**config.mk**
```make
export PLATFORM = sky130hd
export DESIGN_NAME = cpu_register_set
export DESIGN_NICKNAME = d
export VERILOG_FILES = /design/src/hdl/cpu_regs_pkg.sv /design/src/hdl/cpu_register_set.sv /design/src/hdl/gpr_bank_store.sv
export SDC_FILE = /design/constraint.sdc
export NUM_CORES = 2
export LEC_CHECK = 0
export ABC_CLOCK_PERIOD_IN_PS = 7800
export BUFFER_PORTS_ARGS = -buffer_cell sky130_fd_sc_hd__buf_2
export CORE_AREA = 5 5 332 659
export DETAILED_ROUTE_END_ITERATION = 12
export DIE_AREA = 0 0 337 664
export REMOVE_ABC_BUFFERS = 1
export SKIP_LAST_GASP = 1
export SYNTH_ARGS = -nofsm -noshare
export SYNTH_HDL_FRONTEND = slang
export SYNTH_SLANG_ARGS = --single-unit
```
**constraint.sdc**
```tcl
create_clock -name clock -period 7.8 [get_ports clock]
set_clock_uncertainty 0.2 [all_clocks]
set_input_delay 0.39 -clock clock [delete_from_list [all_inputs] [get_ports clock]]
set_output_delay 0.39 -clock clock [all_outputs]
set_load 0.005 [all_outputs]
```
**src/hdl/cpu_regs_pkg.sv**
```systemverilog
package cpu_regs_pkg;

    // register byte offsets on the bus
    localparam logic [7:0] OFF_IP       = 8'h00;
    localparam logic [7:0] OFF_ACC      = 8'h04;
    localparam logic [7:0] OFF_TMP      = 8'h08;
    localparam logic [7:0] OFF_IX       = 8'h0C;
    localparam logic [7:0] OFF_EP       = 8'h10;
    localparam logic [7:0] OFF_SP       = 8'h14;
    localparam logic [7:0] OFF_PSW      = 8'h18;
    localparam logic [7:0] OFF_EXEC     = 8'h1C;
    localparam logic [7:0] OFF_GPR_SEL  = 8'h20;
    localparam logic [7:0] OFF_GPR_DATA = 8'h24;
    localparam logic [7:0] OFF_BANK     = 8'h28;
    localparam logic [7:0] OFF_AREA     = 8'h2C;

    // status word fields: bank pointer in the upper byte, condition byte below
    localparam int PSW_H    = 7;
    localparam int PSW_IE   = 6;
    localparam int PSW_IL   = 4;
    localparam int PSW_N    = 3;
    localparam int PSW_Z    = 2;
    localparam int PSW_V    = 1;
    localparam int PSW_C    = 0;
    localparam int PSW_BANK = 8;

    // reset values
    localparam logic [15:0] RST_PTR = 16'h0000;
    localparam logic [15:0] RST_PSW = 16'h0030;

    // memory map bounds and general-purpose register area
    localparam logic [15:0] IO_LAST       = 16'h007F;
    localparam logic [15:0] DATA_LAST     = 16'h0FFF;
    localparam logic [15:0] PROG_FIRST    = 16'h8000;
    localparam logic [15:0] REG_AREA_BASE = 16'h0100;

    localparam logic [1:0] AREA_IO   = 2'h0;
    localparam logic [1:0] AREA_DATA = 2'h1;
    localparam logic [1:0] AREA_PROG = 2'h2;
    localparam logic [1:0] AREA_GAP  = 2'h3;

    localparam logic [2:0] SIZE_WORD = 3'h2;
    localparam logic [2:0] OP_LIMIT  = 3'h6;

    typedef enum logic [2:0] {
        OP_ADD8  = 3'h0,
        OP_SUB8  = 3'h1,
        OP_ADD16 = 3'h2,
        OP_SUB16 = 3'h3,
        OP_SHL8  = 3'h4,
        OP_SHR8  = 3'h5
    } op_t;

endpackage : cpu_regs_pkg

```
**src/hdl/cpu_register_set.sv**
```systemverilog
`timescale 1ns/10ps
// What this block does
// - 16-bit instruction pointer tracks fetched instruction
// - 16-bit accumulator; byte ops touch low byte
// - 16-bit second operand; byte ops use low byte
// - index, extra pointer and stack pointer, 16-bit
// - status word: bank pointer high, condition byte low
// - half carry from bit 3 into 4
// - interrupt enable gates interrupts, cleared by reset
// - level mask admits only higher-level requests
// - negative flag copies result MSB
// - zero flag set on zero result
// - overflow flag on two's complement overflow
// - carry flag on carry or borrow out of bit 7, bit 15 for 16-bit ops
// - shifts load carry with shifted-out bit
// - eight-bit registers, eight per bank, 32 banks
// - bank pointer selects active register bank
// - one 64-Kbyte space for all areas
// - I/O lowest, data above, program highest
module cpu_register_set (
    input  wire logic        clock,
    input  wire logic        rst_b,
    input  wire logic        hsel,
    input  wire logic [31:0] haddr,
    input  wire logic [1:0]  htrans,
    input  wire logic        hwrite,
    input  wire logic [2:0]  hsize,
    input  wire logic [31:0] hwdata,
    input  wire logic        hready,
    output logic             hreadyout,
    output logic      [31:0] hrdata,
    output logic             hresp,
    input  wire logic        irqRequest,
    input  wire logic [1:0]  irqLevel,
    output logic             irqAccept
);
    import cpu_regs_pkg::*;

    typedef enum logic [1:0] {PH_IDLE, PH_WRITE, PH_RDWAIT} phase_t;

    typedef struct packed {
        logic        h;
        logic        n;
        logic        z;
        logic        v;
        logic        c;
        logic [15:0] res;
    } alu_t;

    typedef struct packed {
        logic [15:0] ip;
        logic [15:0] acc;
        logic [15:0] tmp;
        logic [15:0] ix;
        logic [15:0] ep;
        logic [15:0] sp;
        logic [15:0] psw;
        logic [15:0] areaAddr;
        logic [2:0]  gprSel;
        phase_t      phase;
        logic [7:0]  capAddr;
        logic        capHit;
        logic        hreadyout;
        logic [31:0] hrdata;
        logic        hresp;
        logic        irqAccept;
    } state_t;

    state_t      st;
    state_t      next_st;
    alu_t        aluOut;
    op_t         execOp;
    logic        execGo;
    logic        commit;
    logic        accept;
    logic        gprWrite;
    logic [7:0]  gprRead;
    logic [15:0] bankBase;
    logic [31:0] rdMux;
    logic [8:0]  sum9;
    logic [4:0]  nib5;
    logic        ovf8;
    logic        borrow8;

    // codes 00 and 01 both stand for the top level; smaller means higher
    function automatic logic [1:0] level_of(input logic [1:0] code);
        level_of = (code == 2'h0) ? 2'h1 : code;
    endfunction : level_of

    // which area of the 64-Kbyte space an address falls in
    function automatic logic [1:0] area_of(input logic [15:0] a);
        if (a <= IO_LAST) begin
            area_of = AREA_IO;
        end else if (a <= DATA_LAST) begin
            area_of = AREA_DATA;
        end else if (a >= PROG_FIRST) begin
            area_of = AREA_PROG;
        end else begin
            area_of = AREA_GAP;
        end
    endfunction : area_of

    // arithmetic step: acc op tmp, with condition flags
    function automatic alu_t alu_step(input op_t op, input logic [15:0] a,
                                      input logic [15:0] t, input logic [7:0] condition_byte);
        alu_t        r;
        logic [16:0] s;
        logic [4:0]  hs;
        logic        wide;
        r    = '0;
        s    = 17'h00000;
        hs   = 5'h00;
        wide = 1'b0;
        unique case (op)
            OP_ADD8: begin
                s     = {9'h000, a[7:0]} + {9'h000, t[7:0]};
                hs    = {1'b0, a[3:0]} + {1'b0, t[3:0]};
                r.res = {a[15:8], s[7:0]};
                r.c   = s[8];
                r.v   = (a[7] == t[7]) && (s[7] != a[7]);
            end
            OP_SUB8: begin
                s     = {9'h000, a[7:0]} - {9'h000, t[7:0]};
                hs    = {1'b0, a[3:0]} - {1'b0, t[3:0]};
                r.res = {a[15:8], s[7:0]};
                r.c   = s[8];
                r.v   = (a[7] != t[7]) && (s[7] != a[7]);
            end
            OP_ADD16: begin
                s     = {1'b0, a} + {1'b0, t};
                hs    = {1'b0, a[3:0]} + {1'b0, t[3:0]};
                r.res = s[15:0];
                r.c   = s[16];
                r.v   = (a[15] == t[15]) && (s[15] != a[15]);
                wide  = 1'b1;
            end
            OP_SUB16: begin
                s     = {1'b0, a} - {1'b0, t};
                hs    = {1'b0, a[3:0]} - {1'b0, t[3:0]};
                r.res = s[15:0];
                r.c   = s[16];
                r.v   = (a[15] != t[15]) && (s[15] != a[15]);
                wide  = 1'b1;
            end
            OP_SHL8: begin
                r.res = {a[15:8], a[6:0], 1'b0};
                r.c   = a[7];
                r.v   = condition_byte[PSW_V];
                hs    = {condition_byte[PSW_H], 4'h0};
            end
            OP_SHR8: begin
                r.res = {a[15:8], 1'b0, a[7:1]};
                r.c   = a[0];
                r.v   = condition_byte[PSW_V];
                hs    = {condition_byte[PSW_H], 4'h0};
            end
            default: begin
                r.res = a;
                r.c   = condition_byte[PSW_C];
                r.v   = condition_byte[PSW_V];
                hs    = {condition_byte[PSW_H], 4'h0};
            end
        endcase
        r.h = hs[4];
        r.n = wide ? r.res[15] : r.res[7];
        r.z = wide ? (r.res == 16'h0000) : (r.res[7:0] == 8'h00);
        return r;
    endfunction : alu_step

    // helpers for the flag checks below
    always_comb begin
        sum9 = {1'b0, st.acc[7:0]} + {1'b0, st.tmp[7:0]};
        nib5 = {1'b0, st.acc[3:0]} + {1'b0, st.tmp[3:0]};
        ovf8    = (st.acc[7] == st.tmp[7]) && (sum9[7] != st.acc[7]);
        borrow8 = st.acc[7:0] < st.tmp[7:0];
    end

    // read data is chosen in the wait cycle, after any prior write landed
    always_comb begin
        case (st.capAddr)
            OFF_IP:       rdMux = {16'h0000, st.ip};
            OFF_ACC:      rdMux = {16'h0000, st.acc};
            OFF_TMP:      rdMux = {16'h0000, st.tmp};
            OFF_IX:       rdMux = {16'h0000, st.ix};
            OFF_EP:       rdMux = {16'h0000, st.ep};
            OFF_SP:       rdMux = {16'h0000, st.sp};
            OFF_PSW:      rdMux = {16'h0000, st.psw};
            OFF_GPR_SEL:  rdMux = {29'h00000000, st.gprSel};
            OFF_GPR_DATA: rdMux = {24'h000000, gprRead};
            OFF_BANK:     rdMux = {16'h0000, bankBase};
            OFF_AREA:     rdMux = {14'h0000, area_of(st.areaAddr), st.areaAddr};
            default:      rdMux = 32'h00000000; // unmapped and write-only read as zero
        endcase
    end

    // next-state: register writes, execution, bus phases, interrupt gate
    always_comb begin
        next_st  = st;
        accept   = hsel && htrans[1] && hready;
        commit   = (st.phase == PH_WRITE) && st.capHit;
        execOp   = op_t'(hwdata[2:0]);
        execGo   = commit && (st.capAddr == OFF_EXEC) && (hwdata[2:0] < OP_LIMIT);
        gprWrite = commit && (st.capAddr == OFF_GPR_DATA);
        aluOut   = alu_step(execOp, st.acc, st.tmp, st.psw[7:0]);

        // write data phase: store into the addressed register
        if (commit) begin
            case (st.capAddr)
                OFF_IP:      next_st.ip       = hwdata[15:0];
                OFF_ACC:     next_st.acc      = hwdata[15:0];
                OFF_TMP:     next_st.tmp      = hwdata[15:0];
                OFF_IX:      next_st.ix       = hwdata[15:0];
                OFF_EP:      next_st.ep       = hwdata[15:0];
                OFF_SP:      next_st.sp       = hwdata[15:0];
                OFF_PSW:     next_st.psw      = hwdata[15:0];
                OFF_GPR_SEL: next_st.gprSel   = hwdata[2:0];
                OFF_AREA:    next_st.areaAddr = hwdata[15:0];
                default: begin
                end
            endcase
        end

        // one executed step updates result, flags and moves to the next fetch
        if (execGo) begin
            next_st.acc        = aluOut.res;
            next_st.psw[PSW_H] = aluOut.h;
            next_st.psw[PSW_N] = aluOut.n;
            next_st.psw[PSW_Z] = aluOut.z;
            next_st.psw[PSW_V] = aluOut.v;
            next_st.psw[PSW_C] = aluOut.c;
            next_st.ip         = st.ip + 16'h0001;
        end

        // bus: writes take no wait, reads take one so hrdata comes from a flop
        next_st.hresp = 1'b0;
        unique case (st.phase)
            PH_IDLE, PH_WRITE: begin
                next_st.phase     = PH_IDLE;
                next_st.hreadyout = 1'b1;
                if (accept) begin
                    next_st.capAddr   = haddr[7:0];
                    next_st.capHit    = (haddr[31:8] == 24'h000000) && (haddr[1:0] == 2'h0)
                                        && (hsize == SIZE_WORD);
                    next_st.phase     = hwrite ? PH_WRITE : PH_RDWAIT;
                    next_st.hreadyout = hwrite;
                end
            end
            PH_RDWAIT: begin
                next_st.hrdata    = st.capHit ? rdMux : 32'h00000000;
                next_st.hreadyout = 1'b1;
                next_st.phase     = PH_IDLE;
            end
        endcase

        // admit a request only if enabled and strictly above the mask level
        next_st.irqAccept = irqRequest && st.psw[PSW_IE]
                            && (level_of(irqLevel) < level_of(st.psw[PSW_IL +: 2]));
    end

    // single state register; the enable bit comes up clear
    always_ff @(posedge clock or negedge rst_b) begin
        if (!rst_b) begin
            st           <= '0;
            st.ip        <= RST_PTR;
            st.acc       <= RST_PTR;
            st.tmp       <= RST_PTR;
            st.ix        <= RST_PTR;
            st.ep        <= RST_PTR;
            st.sp        <= RST_PTR;
            st.psw       <= RST_PSW;
            st.areaAddr  <= RST_PTR;
            st.phase     <= PH_IDLE;
            st.hreadyout <= 1'b1;
        end else begin
            st <= next_st;
        end
    end

    // outputs straight from the state register
    always_comb begin
        hreadyout = st.hreadyout;
        hrdata    = st.hrdata;
        hresp     = st.hresp;
        irqAccept = st.irqAccept;
    end

    // low five pointer bits pick one of 32 banks
    gpr_bank_store u_gpr (
        .clock    (clock),
        .rst_b    (rst_b),
        .bankPtr  (st.psw[PSW_BANK +: 5]),
        .regSel   (st.gprSel),
        .wrEn     (gprWrite),
        .wrData   (hwdata[7:0]),
        .rdData   (gprRead),
        .bankBase (bankBase)
    );
endmodule : cpu_register_set

```
**src/hdl/gpr_bank_store.sv**
```systemverilog
`timescale 1ns/10ps
module gpr_bank_store (
    input  wire logic       clock,
    input  wire logic       rst_b,
    input  wire logic [4:0] bankPtr,
    input  wire logic [2:0] regSel,
    input  wire logic       wrEn,
    input  wire logic [7:0] wrData,
    output logic      [7:0] rdData,
    output logic     [15:0] bankBase
);
    import cpu_regs_pkg::*;

    // 32 banks of eight byte-wide registers; data is not cleared by reset
    logic [7:0] bankMem [0:255];

    // bank base: eight bytes per bank above the register area base
    always_comb begin
        bankBase = REG_AREA_BASE + {8'h00, bankPtr, 3'b000};
        rdData   = bankMem[{bankPtr, regSel}];
    end

    // synchronous write into the active bank
    always_ff @(posedge clock) begin
        if (wrEn) begin
            bankMem[{bankPtr, regSel}] <= wrData;
        end
    end
endmodule : gpr_bank_store

```
Word level (Yosys, flattened, before mapping) --
Memories as Yosys holds them, arrays and structs flattened. Index checks and enable logic that the tools add are counted.
Word-level totals: latch bits 0, register bits 176, output and inout bits 35, input port bits 77, RAM bits 2048, logic and storage cells 141, memories kept 1, memory bits (read-only) 0
Operators by class: equal/unequal tests 32, multiply operators 0, magnitude comparators 5, add/sub/neg operators 8, muxes and demuxes 31, div/mod/pow operators 0, reductions and logical operators 45, bitwise logic cells 0, shift-type cells 0
Memories:
- u_gpr.bankMem | depth 256, bits a word 8, read ports 1, clocked after Yosys merged registers in 0, write ports 1, line gpr_bank_store.sv:15 | logic [7:0] bankMem [0:255];
Operators with widths (count):
- $pmux W18 S11 | 1
- $mux W131 | 1
- $mux W16 | 8
- $pmux W18 S6 | 1
- $mux W32 | 2
- $eq A8 B5 Y1 const B | 4
- $eq A8 B6 Y1 const B | 4
- $logic_not A24 Y1 | 1
- $reduce_and A2 Y1 | 11
- $add A16 B16 Y17 | 1
- $sub A16 B16 Y17 | 1
- $add A16 B1 Y16 const B | 1
- $eq A8 B4 Y1 const B | 2
- $ge A16 B16 Y1 const B | 1
- $le A16 B12 Y1 const B | 1
- $le A16 B7 Y1 const B | 1
- $logic_not A16 Y1 | 1
- $logic_not A8 Y1 | 2
- $logic_and A1 B1 Y1 | 14
- $mux W12 | 1
- $add A9 B8 Y10 const A | 1
- $mux W2 | 5
- $pmux W5 S2 | 1
- $add A8 B8 Y9 | 1
- other kinds (28) | 54

Depth between registers and ports, before layout --
depth after elaboration 7, mapped depth 13, mapped depth without buffers 12

By module --
Synthesis repeated with hierarchy kept, for this count alone.
Unflattened totals: cells, all modules 4613, area total of the unflattened synthesis 88603.7 µm²
By module, submodules not included:
- gpr_bank_store | times used 1, cells an instance 3557, sequential area each 61499.0 µm², area each 78460.2 µm²
- cpu_register_set | times used 1, cells an instance 1056, sequential area each 4057.6 µm², area each 10143.5 µm²

Worst setup path after synthesis --
No wires, ideal clock.
path kind register -> register, start point register st[129] (netlist name), end point register st[67] (netlist name), period minus slack after synthesis 3.725 ns, path slack 4.075 ns, arrival time 3.452 ns, buffers on the path 0, data required time 7.527 ns, cell stages (with the launch flop) 13, setup time 0.073 ns, path through dfrtp_1 -> ha_1 -> inv_1 -> fa_1 -> or2_2 -> a211o_1 -> a2111oi_0 -> o31ai_1 -> xnor2_1 -> a222oi_1 -> o211ai_1 -> or4_1 -> a2bb2oi_2
On the way: word-level cells in the longest chain between the ends 5, elaborated cells between the ends (all ways) 9, those cells by class add/sub: 4; mux: 3; reduce/logical: 2
RTL lines:
- start: declaration | line cpu_register_set.sv:69 | state_t st;
- start signal: assignment | line cpu_register_set.sv:275 | st <= next_st;
- $sub A16 B16 Y17, or another cell as far along | line cpu_register_set.sv:138 | s = {1'b0, a} - {1'b0, t};
- $pmux W18 S6 (*) | line cpu_register_set.sv:114 | unique case (op)
- $logic_not A16 Y1 or $logic_not A8 Y1 (tied branches) | line cpu_register_set.sv:166 | r.z = wide ? (r.res == 16'h0000) : (r.res[7:0] == 8'h00);
- $mux W1 (*) | line cpu_register_set.sv:166
- $mux W4 (*) | line cpu_register_set.sv:224 | if (execGo) begin
Mark *: on every way between the ends. The rest lies on a longest branch, timed or not. A chain may end at the register's enable or synchronous reset.

Final worst setup path --
start point register st[46] (netlist name), end point register st (netlist bit hrdata[5])
On the way: word-level cells in the longest chain between the ends 3
RTL lines:
- $mem_v2 Z256 W8
- $pmux W18 S11 | line cpu_register_set.sv:180 | case (st.capAddr)
- $mux W32 | line cpu_register_set.sv:249 | next_st.hrdata = st.capHit ? rdMux : 32'h00000000;
No other way between the ends.

==> impl_metrics.csv <==
group,metric,value,unit
die,io_pins,112,
critical_path,cp-start-kind,"flip-flop",
synth,synth_top_area_cell,"edfxtp_1",
finish,fin_util,46.4,%
clocking,cts.path.max_buffers,4,
sta,slew_headroom,-1.54,%
sta,rsz0062_at_grt,"no",
synth,synth_area,88900,um^2
sta,tns,0,ps
finish,finalNonFillerCells,7495,
synth,synth_flop_cell,"edfxtp_1",
critical_path,path_max_fanout,52,
clocking,post_cts_buffers,0,
hold_path,hold_class,"in -> reg",
die,die_w,337,um
die,design.die.area,224000,um^2
clocking,cts_tree,"yes",
sta,fmax,191,MHz
die,core_area,213000,um^2
critical_path,worstPathArrival,5720,ps
place,dpl.hpwl,156000,um
global_route,grt_overflow,0,
synth,ys_ff_latch,2210,
global_route,grt_max_degree,149,
critical_path,worstPathRequired,8280,ps
clocking,cts-resized-gates,0,
place,dp_cells,7126,
synth,synth_area_per_cell,20.0,um^2
die,start_util,41.7,%
drt,detail_route.first_pass.iterations,8,
global_route,antenna_found_initial,4,
global_route,grt_pass1_vias,46900,
critical_path,criticalPathCategory,"reg -> reg",
run_status,violations,"max-capacitance violations, max-slew violations",
sta,setup_viol,0,
finish,drive_gt1_share,25.4,%
clocking,root_buffer,"clkbuf_16",
place,gp_congestion,0.851,
clocking,numCtsBuffers,186,
die,num_rows,240,
power_and_ir_drop,cellLeakagePower,31.5,nW
die,die_h,664,um
finish,area_growth,11.2,%
drt,drc,0,
drt,vias,44600,
sta,drv_slew,3,
sta,tightest_slew,1510,ps
critical_path,end_kind,"flip-flop",
sta,hold_violations,0,
synth,yosysWarningCount,0,
flow_run,maxCapViolCount,1,
synth,synthArstFlopShare,7.33,%
power_and_ir_drop,power.density,237,nW/um^2
synth,synthTopCellsByArea,"edfxtp_1 69%, mux4_2 15%, dfrtp_1 4.5%",
drt,ant_nets,0,
drt,drtIter0Drc,4383,
clocking,cts_sinks,2210,
drt,drt_wl_total,246000,um
finish,layout.nets,4684,
power_and_ir_drop,ir_drop,182,uV
synth,yosysSeqAreaShare,73.7,%
finish,fill_cells,17700,
clocking,worstSkewPairLatency,840,ps
global_route,grtUsageTotal,21.8,%
drt,wl_per_cell,32.8,um
synth,synth_edf_count,2048,
place,io_buffers,79,
synth,yosysTopAreaCellShare,69.2,%
clocking,h-tree-depth,4,
clocking,postCtsHoldBufs,35,
run_status,outcome,"finished with violations",
synth,yosysMostFrequentCell,"edfxtp_1",
synth,synthCells,4452,
global_route,grt_pass1_wl,349000,um
sta,period_share,67.3,%
sta,period_minus_slack,5250,ps
synth,synth_cell_types,75,
synth,synth_top_cells_by_count,"2048 x edfxtp_1, 609 x mux4_2, 323 x nor2_1",
drt,routed_via_density,5.95,
clocking,path_clk_slew,70,ps
path summary, 6_finish.rpt:
check                                       endpoint  slack (ps)  startpoint  depth (start not counted)
worst min register to register               st[115]         290     st[115]                          2
worst max-delay path                       hrdata[5]        2550      st[46]                          8
worst max register to register             hrdata[5]        2550      st[46]                          8
max in group asynchronous                     st[80]        5860       rst_b                          4
worst min-delay path            u_gpr.bankMem[17][5]          20   hwdata[5]                          1
min in group asynchronous                     st[99]         300       rst_b                          3
layout by cell type (no fill, tap or decap), drive strengths merged, types with 41 or more instances in the layout:
cell type and n:
inv 41, a22oi 79, clkinv 89, clkbuf 219, a21oi 81, o21ai 67
nand3 45, nand2 113, edfxtp 2048, nor2b 41, mux2 95, dfrtp 159
mux4 609, nor2 323, buf 178
state kept, by name (all words and copies together), names as in the netlist:
signal and cells:
hrdata 18, irqAccept 1, hreadyout 1, st 142, u_gpr.bankMem 2048
routing by layer:
layer / up-vias / GRT usage (%) / part of all wire (%) / routed length [um]
met5: - / 0 / 0 / 0
met2: 1604 / 40.2 / 54 / 134000
met3: 560 / 2.77 / 5.0 / 12200
li1: 18500 / - / - / -
met4: 0 / 14.1 / 8.1 / 19900
met1: 23900 / 23.3 / 33 / 80400
power by group:
group | switching [mW] | internal (mW) | total [mW]
Combinational | 0.742 | 0.358 | 1.10
Sequential | 0.0751 | 13.0 | 13.1
Clock | 4.21 | 5.07 | 9.28
Total | 5.03 | 18.4 | 23.4
cells by family after synthesis:
family                     share of synthesized area (%)
adders and majority gates                          0.594
DFF                                                 73.7
AOI/OAI and AO/OA                                   3.50
xor gates and xnor gates                           0.158
other                                            0.00422
muxes                                               16.9
and+or+nand+nor                                     3.41
buffers and inverters                               1.71
metrics by stage:
step	hold WS (ps)	area, um^2	power [mW]	setup WS (ps)
global placement	262	92600	14.4	2600
global route	40.7	98800	24.1	2300
CTS	56.9	98800	23.6	2550
floorplan	-106	87600	14.0	-14410
detailed placement	271	92600	14.4	2570
finish	17.0	98800	23.4	2550
critical path: stages (launching register included):
cell and delay (ps):
dfrtp_4 990, buf_12 480, mux4_2 600, mux4_2 480, nor2b_1 290, nor4_1 680, nand4_1 160, a2111oi_0 1000
o21ai_0 160
area by class of cell:
class                           count  area [um^2]  share of cell area [%]
Timing Repair Buffer              214         1760                    1.78
Clock inverter                    114         1010                    1.02
Inverter                           40          150                   0.152
Clock buffer                      217         4880                    4.93
Multi-Input combinational cell   1914        22000                    22.2
Sequential cell                  2210        65600                    66.3
Antenna cell                        3         7.51                 0.00760
Tap cell                         2783         3480                    3.52
Note: power is estimated with default switching activity, not from simulation.
